===== config.mk =====
export PLATFORM = sky130hd
export DESIGN_NAME = srx_device_flat
export DESIGN_NICKNAME = d
export VERILOG_FILES = /design/src/hw/srx_pkg.sv /design/src/hw/srx_if.sv /design/src/hw/srx_device.sv /design/src/flat_wrapper.sv
export SDC_FILE = /design/constraint.sdc
export NUM_CORES = 1
export LEC_CHECK = 0
export BUFFER_PORTS_ARGS = -buffer_cell sky130_fd_sc_hd__clkbuf_2
export CELL_PAD_IN_SITES_DETAIL_PLACEMENT = 1
export CELL_PAD_IN_SITES_GLOBAL_PLACEMENT = 1
export CORE_MARGIN = 2
export CORE_UTILIZATION = 45
export CTS_CLUSTER_SIZE = 12
export DETAILED_ROUTE_END_ITERATION = 8
export HOLD_SLACK_MARGIN = 0.15
export PLACE_DENSITY_LB_ADDON = 0.1
export SLEW_MARGIN = 40
export SYNTH_ARGS = -nofsm -noshare
export SYNTH_HDL_FRONTEND = slang
export SYNTH_SLANG_ARGS = --single-unit

===== constraint.sdc =====
create_clock -name clk -period 43.2 [get_ports clk]
set_clock_uncertainty 0.1 [all_clocks]
set_input_delay 6.48 -clock clk [delete_from_list [all_inputs] [get_ports clk]]
set_output_delay 6.48 -clock clk [all_outputs]
set_load 0.03 [all_outputs]

===== src/hw/srx_pkg.sv =====
// Purpose: shared constants for the serial receive front end
// Assumes: 100 MHz clock, 8 data bits, no parity
// Notes: timing counts derived from printed figures
// Behaviour
// - line idles high, falling edge starts character
// - one start bit, one or two stops
// - ready low when free, high when busy
// - host sends only while ready is low
// - without ready, host pauses after characters
// - disable input defaults to enabled
// - disabled device ignores line, releases ready
// - host waits about 10 us after select
// - disabled at power-up restores factory defaults
// - device never drives transmit line
// - first byte carriage return sets baud
// - baud chosen from fixed candidate rates
package srx_pkg;
  // ----------------------------------------
  // clock and timing
  // ----------------------------------------
  localparam int CLK_HZ = 100_000_000;
  localparam int SEL_WAIT_US = 10;
  localparam int SEL_WAIT_CYC = SEL_WAIT_US * (CLK_HZ / 1_000_000);
  localparam int NUM_RATES = 6;
  // candidate rates, slowest first
  localparam int RATE_0 = 9600;
  localparam int RATE_1 = 14400;
  localparam int RATE_2 = 19200;
  localparam int RATE_3 = 38400;
  localparam int RATE_4 = 57600;
  localparam int RATE_5 = 115200;
  localparam int BIT_W = 16;
  // ----------------------------------------
  // framing
  // ----------------------------------------
  localparam logic [7:0] SYNC_CHAR = 8'h0d;
  localparam int DATA_BITS = 8;
  // cycles per bit for each candidate rate
  function automatic logic [BIT_W-1:0] srx_rate_cyc(input int idx);
    int r;
    case (idx)
      0: r = RATE_0;
      1: r = RATE_1;
      2: r = RATE_2;
      3: r = RATE_3;
      4: r = RATE_4;
      default: r = RATE_5;
    endcase
    return BIT_W'(CLK_HZ / r);
  endfunction : srx_rate_cyc
endpackage : srx_pkg


===== src/hw/srx_if.sv =====
// Purpose: serial link between host and display receiver
// Assumes: single clock domain
// Notes: ready carried as a level and an enable, disable as one signal
`timescale 1ns/1ps
interface srx_if;
  logic rxLine; // serial data, idles high
  logic hostReadyNOut; // device ready level, low means ready
  logic hostReadyNOe; // low while device drives ready
  logic displayDisableN; // host select, low detaches device
  logic txLineOe; // device transmit enable, never low
  modport dev (
    input rxLine,
    input displayDisableN,
    output hostReadyNOut,
    output hostReadyNOe,
    output txLineOe
  );
  modport host (
    output rxLine,
    output displayDisableN,
    input hostReadyNOut,
    input hostReadyNOe,
    input txLineOe
  );
endinterface : srx_if


===== src/hw/srx_device.sv =====
// Purpose: display-side serial receiver with autobaud and pacing
// Assumes: receiver synchronous inputs, interpreter drains buffer
// Notes: two-entry buffer sits before the interpreter
`timescale 1ns/1ps
module srx_device #(
  parameter int BUF_W = 8, // buffer word width
  parameter int SEL_WAIT = srx_pkg::SEL_WAIT_CYC // select settle
) (
  input wire logic clk, // system clock
  input wire logic sys_rst, // async reset, active high
  srx_if.dev link, // serial link
  output logic [BUF_W-1:0] rxData, // byte to interpreter
  output logic rxValid, // one-cycle strobe per byte
  input wire logic rxReady, // interpreter can take byte
  output logic baudLocked, // rate detected
  output logic [2:0] rateSel, // chosen candidate index
  output logic restoreDefaults // pulse: restore factory settings
);
  // ----------------------------------------
  // types and state
  // ----------------------------------------
  typedef enum logic [4:0] {
    SDV_SYNC = 5'b00001, SDV_START = 5'b00010, SDV_DATA = 5'b00100,
    SDV_STOP = 5'b01000, SDV_IDLE = 5'b10000
  } srx_dev_e;
  srx_dev_e state_reg, state_next;
  logic rxPrev_reg, rxPrev_next; // last line level
  logic [15:0] tick_reg, tick_next; // bit timer
  logic [15:0] meas_reg, meas_next; // start-bit length
  logic [15:0] bitCyc_reg, bitCyc_next; // locked bit period
  logic [2:0] rate_reg, rate_next; // chosen rate
  logic locked_reg, locked_next; // rate found
  logic [3:0] bitCnt_reg, bitCnt_next; // data bits taken
  logic [7:0] sh_reg, sh_next; // data shifter
  logic [15:0] selCnt_reg, selCnt_next; // settle after select
  logic en_reg, en_next; // receiver attached
  logic boot_reg, boot_next; // power-up sampling done
  logic rst_reg, rst_next; // restore pulse
  logic push; // byte into buffer
  logic [7:0] pushData; // that byte
  // two-entry buffer
  logic [BUF_W-1:0] mem_reg [2], mem_next [2];
  logic [1:0] cnt_reg, cnt_next; // words held
  logic rdPtr_reg, rdPtr_next, wrPtr_reg, wrPtr_next;
  logic vld_reg, vld_next; // output strobe
  logic [BUF_W-1:0] out_reg, out_next; // output byte
  logic rdyN_reg, rdyN_next; // ready level
  logic rdyOe_reg, rdyOe_next; // ready enable
  logic nearest; // line level seen
  assign nearest = link.rxLine;
  // ----------------------------------------
  // closest candidate rate to a bit period
  // ----------------------------------------
  function automatic logic [2:0] srx_pick(input logic [15:0] cyc);
    logic [2:0] best;
    logic [15:0] bd, d, c;
    best = 3'h0;
    bd = 16'hffff;
    for (int i = 0; i < srx_pkg::NUM_RATES; i++) begin
      c = srx_pkg::srx_rate_cyc(i);
      d = (cyc > c) ? cyc - c : c - cyc;
      if (d < bd) begin
        bd = d;
        best = 3'(i);
      end
    end
    return best;
  endfunction : srx_pick
  // ----------------------------------------
  // receiver next state
  // ----------------------------------------
  always_comb begin
    state_next = state_reg;
    rxPrev_next = en_reg ? nearest : 1'b1;
    tick_next = tick_reg;
    meas_next = meas_reg;
    bitCyc_next = bitCyc_reg;
    rate_next = rate_reg;
    locked_next = locked_reg;
    bitCnt_next = bitCnt_reg;
    sh_next = sh_reg;
    push = 1'b0;
    pushData = sh_reg;
    en_next = link.displayDisableN;
    selCnt_next = (selCnt_reg != 16'h0000) ? selCnt_reg - 16'h0001 : 16'h0000;
    if (link.displayDisableN != en_reg) selCnt_next = 16'(SEL_WAIT);
    boot_next = 1'b1;
    rst_next = ~boot_reg & ~link.displayDisableN;
    if (!en_reg) begin
      // detached: drop any frame in progress
      state_next = locked_reg ? SDV_IDLE : SDV_SYNC;
    end else begin
      case (state_reg)
        SDV_SYNC: begin
          // measure low run of start bit of carriage return
          if (rxPrev_reg && !nearest) begin
            meas_next = 16'h0001;
          end else if (!nearest && meas_reg != 16'hffff) begin
            meas_next = meas_reg + 16'h0001;
          end else if (nearest && !rxPrev_reg && meas_reg != 16'h0000) begin
            // cr has one low start bit then a high bit
            rate_next = srx_pick(meas_reg);
            bitCyc_next = srx_pkg::srx_rate_cyc(int'(srx_pick(meas_reg)));
            meas_next = 16'h0000;
            // rest of sync char runs through the data path; the stop
            // stage drops it since the rate is not locked yet
            state_next = SDV_DATA;
            bitCnt_next = 4'h0;
            tick_next = srx_pkg::srx_rate_cyc(int'(srx_pick(meas_reg)));
          end
        end
        SDV_IDLE: begin
          if (rxPrev_reg && !nearest) begin
            tick_next = {1'b0, bitCyc_reg[15:1]};
            state_next = SDV_START;
          end
        end
        SDV_START: begin
          if (tick_reg == 16'h0000) begin
            // false start if line back high mid-bit
            state_next = nearest ? SDV_IDLE : SDV_DATA;
            tick_next = bitCyc_reg;
            bitCnt_next = 4'h0;
          end else tick_next = tick_reg - 16'h0001;
        end
        SDV_DATA: begin
          if (tick_reg == 16'h0000) begin
            sh_next = {nearest, sh_reg[7:1]};
            tick_next = bitCyc_reg;
            bitCnt_next = bitCnt_reg + 4'h1;
            if (bitCnt_reg == 4'(srx_pkg::DATA_BITS - 1)) state_next = SDV_STOP;
          end else tick_next = tick_reg - 16'h0001;
        end
        SDV_STOP: begin
          // one stop bit checked; a second just reads as idle
          if (tick_reg == 16'h0000) begin
            if (locked_reg && nearest) begin
              push = 1'b1;
              pushData = sh_reg;
            end
            locked_next = 1'b1;
            state_next = SDV_IDLE;
          end else tick_next = tick_reg - 16'h0001;
        end
        default: state_next = SDV_SYNC;
      endcase
    end
  end
  // ----------------------------------------
  // buffer and pacing next state
  // ----------------------------------------
  always_comb begin
    logic pop;
    pop = 1'b0;
    mem_next = mem_reg;
    cnt_next = cnt_reg;
    rdPtr_next = rdPtr_reg;
    wrPtr_next = wrPtr_reg;
    out_next = out_reg;
    vld_next = 1'b0;
    if (cnt_reg != 2'h0 && rxReady) begin
      pop = 1'b1;
      out_next = mem_reg[rdPtr_reg];
      vld_next = 1'b1;
      rdPtr_next = ~rdPtr_reg;
    end
    if (push && cnt_reg != 2'h2) begin
      mem_next[wrPtr_reg] = BUF_W'(pushData);
      wrPtr_next = ~wrPtr_reg;
    end
    cnt_next = cnt_reg + ((push && cnt_reg != 2'h2) ? 2'h1 : 2'h0)
             - (pop ? 2'h1 : 2'h0);
    // free while awaiting the sync char; busy once it starts until
    // locked, while a word waits, the interpreter stalls, or just
    // after reattach while the receiver settles
    rdyN_next = (~locked_reg & ~((state_reg == SDV_SYNC)
                 & (meas_reg == 16'h0000)))
              | (cnt_next != 2'h0) | ~rxReady
              | (selCnt_reg != 16'h0000);
    rdyOe_next = ~en_reg;
  end
  // ----------------------------------------
  // registers
  // ----------------------------------------
  always_ff @(posedge clk or posedge sys_rst) begin
    if (sys_rst) begin
      state_reg <= SDV_SYNC;
      rxPrev_reg <= 1'b1;
      tick_reg <= 16'h0000;
      meas_reg <= 16'h0000;
      bitCyc_reg <= 16'h0000;
      rate_reg <= 3'h0;
      locked_reg <= 1'b0;
      bitCnt_reg <= 4'h0;
      sh_reg <= 8'h00;
      selCnt_reg <= 16'h0000;
      en_reg <= 1'b1;
      boot_reg <= 1'b0;
      rst_reg <= 1'b0;
      mem_reg[0] <= '0;
      mem_reg[1] <= '0;
      cnt_reg <= 2'h0;
      rdPtr_reg <= 1'b0;
      wrPtr_reg <= 1'b0;
      vld_reg <= 1'b0;
      out_reg <= '0;
      rdyN_reg <= 1'b1;
      rdyOe_reg <= 1'b0;
    end else begin
      state_reg <= state_next;
      rxPrev_reg <= rxPrev_next;
      tick_reg <= tick_next;
      meas_reg <= meas_next;
      bitCyc_reg <= bitCyc_next;
      rate_reg <= rate_next;
      locked_reg <= locked_next;
      bitCnt_reg <= bitCnt_next;
      sh_reg <= sh_next;
      selCnt_reg <= selCnt_next;
      en_reg <= en_next;
      boot_reg <= boot_next;
      rst_reg <= rst_next;
      mem_reg <= mem_next;
      cnt_reg <= cnt_next;
      rdPtr_reg <= rdPtr_next;
      wrPtr_reg <= wrPtr_next;
      vld_reg <= vld_next;
      out_reg <= out_next;
      rdyN_reg <= rdyN_next;
      rdyOe_reg <= rdyOe_next;
    end
  end
  assign link.hostReadyNOut = rdyN_reg;
  assign link.hostReadyNOe = rdyOe_reg;
  assign link.txLineOe = 1'b1;
  assign rxData = out_reg;
  assign rxValid = vld_reg;
  assign baudLocked = locked_reg;
  assign rateSel = rate_reg;
  assign restoreDefaults = rst_reg;
endmodule : srx_device


===== src/flat_wrapper.sv =====
// flat-port wrapper written by rule: the top's interface ports become plain ports
module srx_device_flat 
#(
  parameter int BUF_W = 8,                     
  parameter int SEL_WAIT = srx_pkg::SEL_WAIT_CYC                 
)
  (clk, sys_rst, rxData, rxValid, rxReady, baudLocked, rateSel, restoreDefaults, link_rxLine, link_displayDisableN, link_hostReadyNOut, link_hostReadyNOe, link_txLineOe);
  srx_if link_i ();
  input wire logic clk;
  input wire logic sys_rst;
  output logic [BUF_W-1:0] rxData;
  output logic rxValid;
  input wire logic rxReady;
  output logic baudLocked;
  output logic [2:0] rateSel;
  output logic restoreDefaults;
  input wire logic [$bits(link_i.rxLine)-1:0] link_rxLine;
  input wire logic [$bits(link_i.displayDisableN)-1:0] link_displayDisableN;
  output wire logic [$bits(link_i.hostReadyNOut)-1:0] link_hostReadyNOut;
  output wire logic [$bits(link_i.hostReadyNOe)-1:0] link_hostReadyNOe;
  output wire logic [$bits(link_i.txLineOe)-1:0] link_txLineOe;
  assign link_i.rxLine = link_rxLine;
  assign link_i.displayDisableN = link_displayDisableN;
  assign link_hostReadyNOut = link_i.hostReadyNOut;
  assign link_hostReadyNOe = link_i.hostReadyNOe;
  assign link_txLineOe = link_i.txLineOe;
  srx_device #(.BUF_W(BUF_W), .SEL_WAIT(SEL_WAIT)) u_core (.clk(clk), .sys_rst(sys_rst), .link(link_i), .rxData(rxData), .rxValid(rxValid), .rxReady(rxReady), .baudLocked(baudLocked), .rateSel(rateSel), .restoreDefaults(restoreDefaults));
endmodule

==> out/metrics.cfg <==
[setup_path]
cp_max_fo = 26
arrival_ns = 40.93
path_class = register to register
critPathBufInv = 19
crit_start = u_core.meas_reg[4]$_DFFE_PP0P_
rr_startpoint = u_core.meas_reg[4]$_DFFE_PP0P_
cp_top_family = compound AO/OA/AOI/OAI gates
crit_top_cell = ha_1
start_kind = register
end_kind = register
critPathRequiredTime_ns = 43.38
crit_slowest_cell = or4_4
critPathMaxStageDelay_ns = 0.64

[route]
vias = 25700
routed_wl_um = 97900
ant_nets = 0
vias_per_cell = 6.61
drt_iter0_drc = 1981
drc = 0
wl_per_cell_um = 25.2
firstDrtPassIters = 6

[clock_tree]
cts-root-buf = clkbuf_16
cts.sinks = 120
clk_path_buf_depth = 2
numCtsBuffers = 17
holdBufCountCts = 0
htreeDepth = 4
insertion_delay_ns = 0.44
clk_pin_slew_ns = 0.07
tritoncts = yes

[logic_synthesis]
syn_area_um2 = 22700
synthTopCellsByArea = ha_1 13%, dfrtp_1 13%, xnor2_1 6.5%
yosysWarnings = 0
synth_most_common_cell = nor2_1
syn_inst = 3112
ys_ff_latch = 120
synth_common_cells = 324 x nor2_1, 303 x nand2_1, 273 x a21oi_1
avgSynthCellArea_um2 = 7.28
synth.largest_area_cell = ha_1
async_flop_share_pct = 100
synth_ff_type = dfrtp_1
synth-seq-area-share_pct = 13.3
synth_edf_count = 0
ys_types = 140
synth_top_area_share_pct = 13.0

[placed_design]
port_buffers = 20
gp_routability_congestion = 0.995
post-dp-hpwl_um = 73700

[cells_and_area]
fillers = 6376
fin_nets = 3442
layout-drive-gt1-share_pct = 16.0
seq_area_um2 = 3020
multi_input_area_um2 = 19300
final_core_util_pct = 51.4
area_growth_pct = 13.3

[sta]
tightestPinTransition_ns = 0.910
slew_headroom_pct = 39.4
slew_violations = 0
max_freq_ghz = 0.0245
report.final.setup_viol = 0
period_share_pct = 94.3
min_period_ns = 40.75
timing.hold.ws_ns = 0.289
finalHoldViolCount = 0

[floorplan]
die_h_um = 228
core_region_area_um2 = 50000
rows = 82
initial_utilization_pct = 45.4
fp.dieW_um = 228
dieArea_um2 = 52200
ios = 22

[global_routing]
grt_max_degree = 66
gr-total-overflow = 0
antenna_found_initial = 3
grt_pass1_vias = 25900
grt_pass1_wl_um = 151000
grt_usage_pct = 36.0

[hold_path]
hold_class = register to register
worstHoldStart = u_core.boot_reg$_DFF_PP0_

[outcome]
status = complete, no violations

[flow_run]
cap_violations = 0

## repair_timing
item                                    in CTS  in global routing
pin swaps                                    1                 25
buffers inserted                             7                 57
resized for setup                           22                122
endpoints found under the setup margin       2                  4
cloned                                       0                  1
## cells by family after synthesis
| family | synth area share, % |
|---|---|
| compound gates | 31.1 |
| xor+xnor | 8.26 |
| fa+ha+maj | 13.1 |
| buf+inv | 4.43 |
| flops | 13.3 |
| mux | 4.70 |
| other cells | 0.0331 |
| simple gates | 25.1 |
## cell type report
cell class	instances	share of cell area, %
multi-input cells	2753	75.0
flip-flops and latches	120	11.7
repair buffers	208	6.19
well taps	672	3.27
clock buffers	17	1.66
inverters	101	1.51
clock inverters	15	0.594
diodes	2	0.0195
## layer usage
metal	GRT usage, %	routed length (µm)
met3	3.57	6040
met5	0	0
met2	59.7	45400
met4	11.2	2700
met1	49.2	43800
## metrics by stage
stage / setup slack [ns] / instances / cell area (µm²) / TNS (ns)
5_1_grt: -0.190 / 3886 / 25700 / -0.334
2_1_floorplan: 0.216 / 3120 / 22700 / 0
3_5_place_dp: -2.20 / 3789 / 24000 / -4.37
4_1_cts: 0.0346 / 3828 / 24700 / 0
3_3_place_gp: -0.576 / 3789 / 24000 / -1.11
6_report: 2.45 / 3888 / 25700 / 0
## layout by cell type, fill, tap and decap left out, drive strengths merged, types with 41 or more instances in the layout
cell / n
o21ai: 276
dfrtp: 116
nor2: 328
ha: 235
mux2i: 51
a21oi: 275
buf: 188
a31oi: 41
nand2: 304
a21o: 78
o21a: 41
nor3: 112
inv: 105
xnor2: 170
nand2b: 51
mux2: 49
nand3: 83
xor2: 42
## worst paths after layout
check                                                    endpoint  slack (ns)  cells after the start
max in group asynchronous       u_core.bitCyc_reg[11]$_DFFE_PP0P_       35.96                      3
worst max register to register     u_core.tick_reg[0]$_DFFE_PP0P_        2.45                    206
min in group asynchronous         u_core.selCnt_reg[13]$_DFF_PP0_        6.02                      2
worst min register to register   u_core.restoreDefaults$_DFF_PP0_        0.29                      1
worst max-delay path               u_core.tick_reg[0]$_DFFE_PP0P_        2.45                    206
worst min-delay path             u_core.restoreDefaults$_DFF_PP0_        0.29                      1
## worst register-to-register path, delay by kind of cell, from the launching register on
family / cells / cell delay (ns)
flip-flops: 1 / 0.48
AND/OR/NAND/NOR: 72 / 12.16
buffers and inverters: 19 / 2.76
adder cells (fa/ha/maj): 22 / 7.19
multiplexers: 6 / 2.12
XOR/XNOR: 4 / 0.62
AO/OA/AOI/OAI: 83 / 15.15
Power is not shown: default switching activity piles up to over one toggle a cycle in this logic, so the estimate is an artifact.
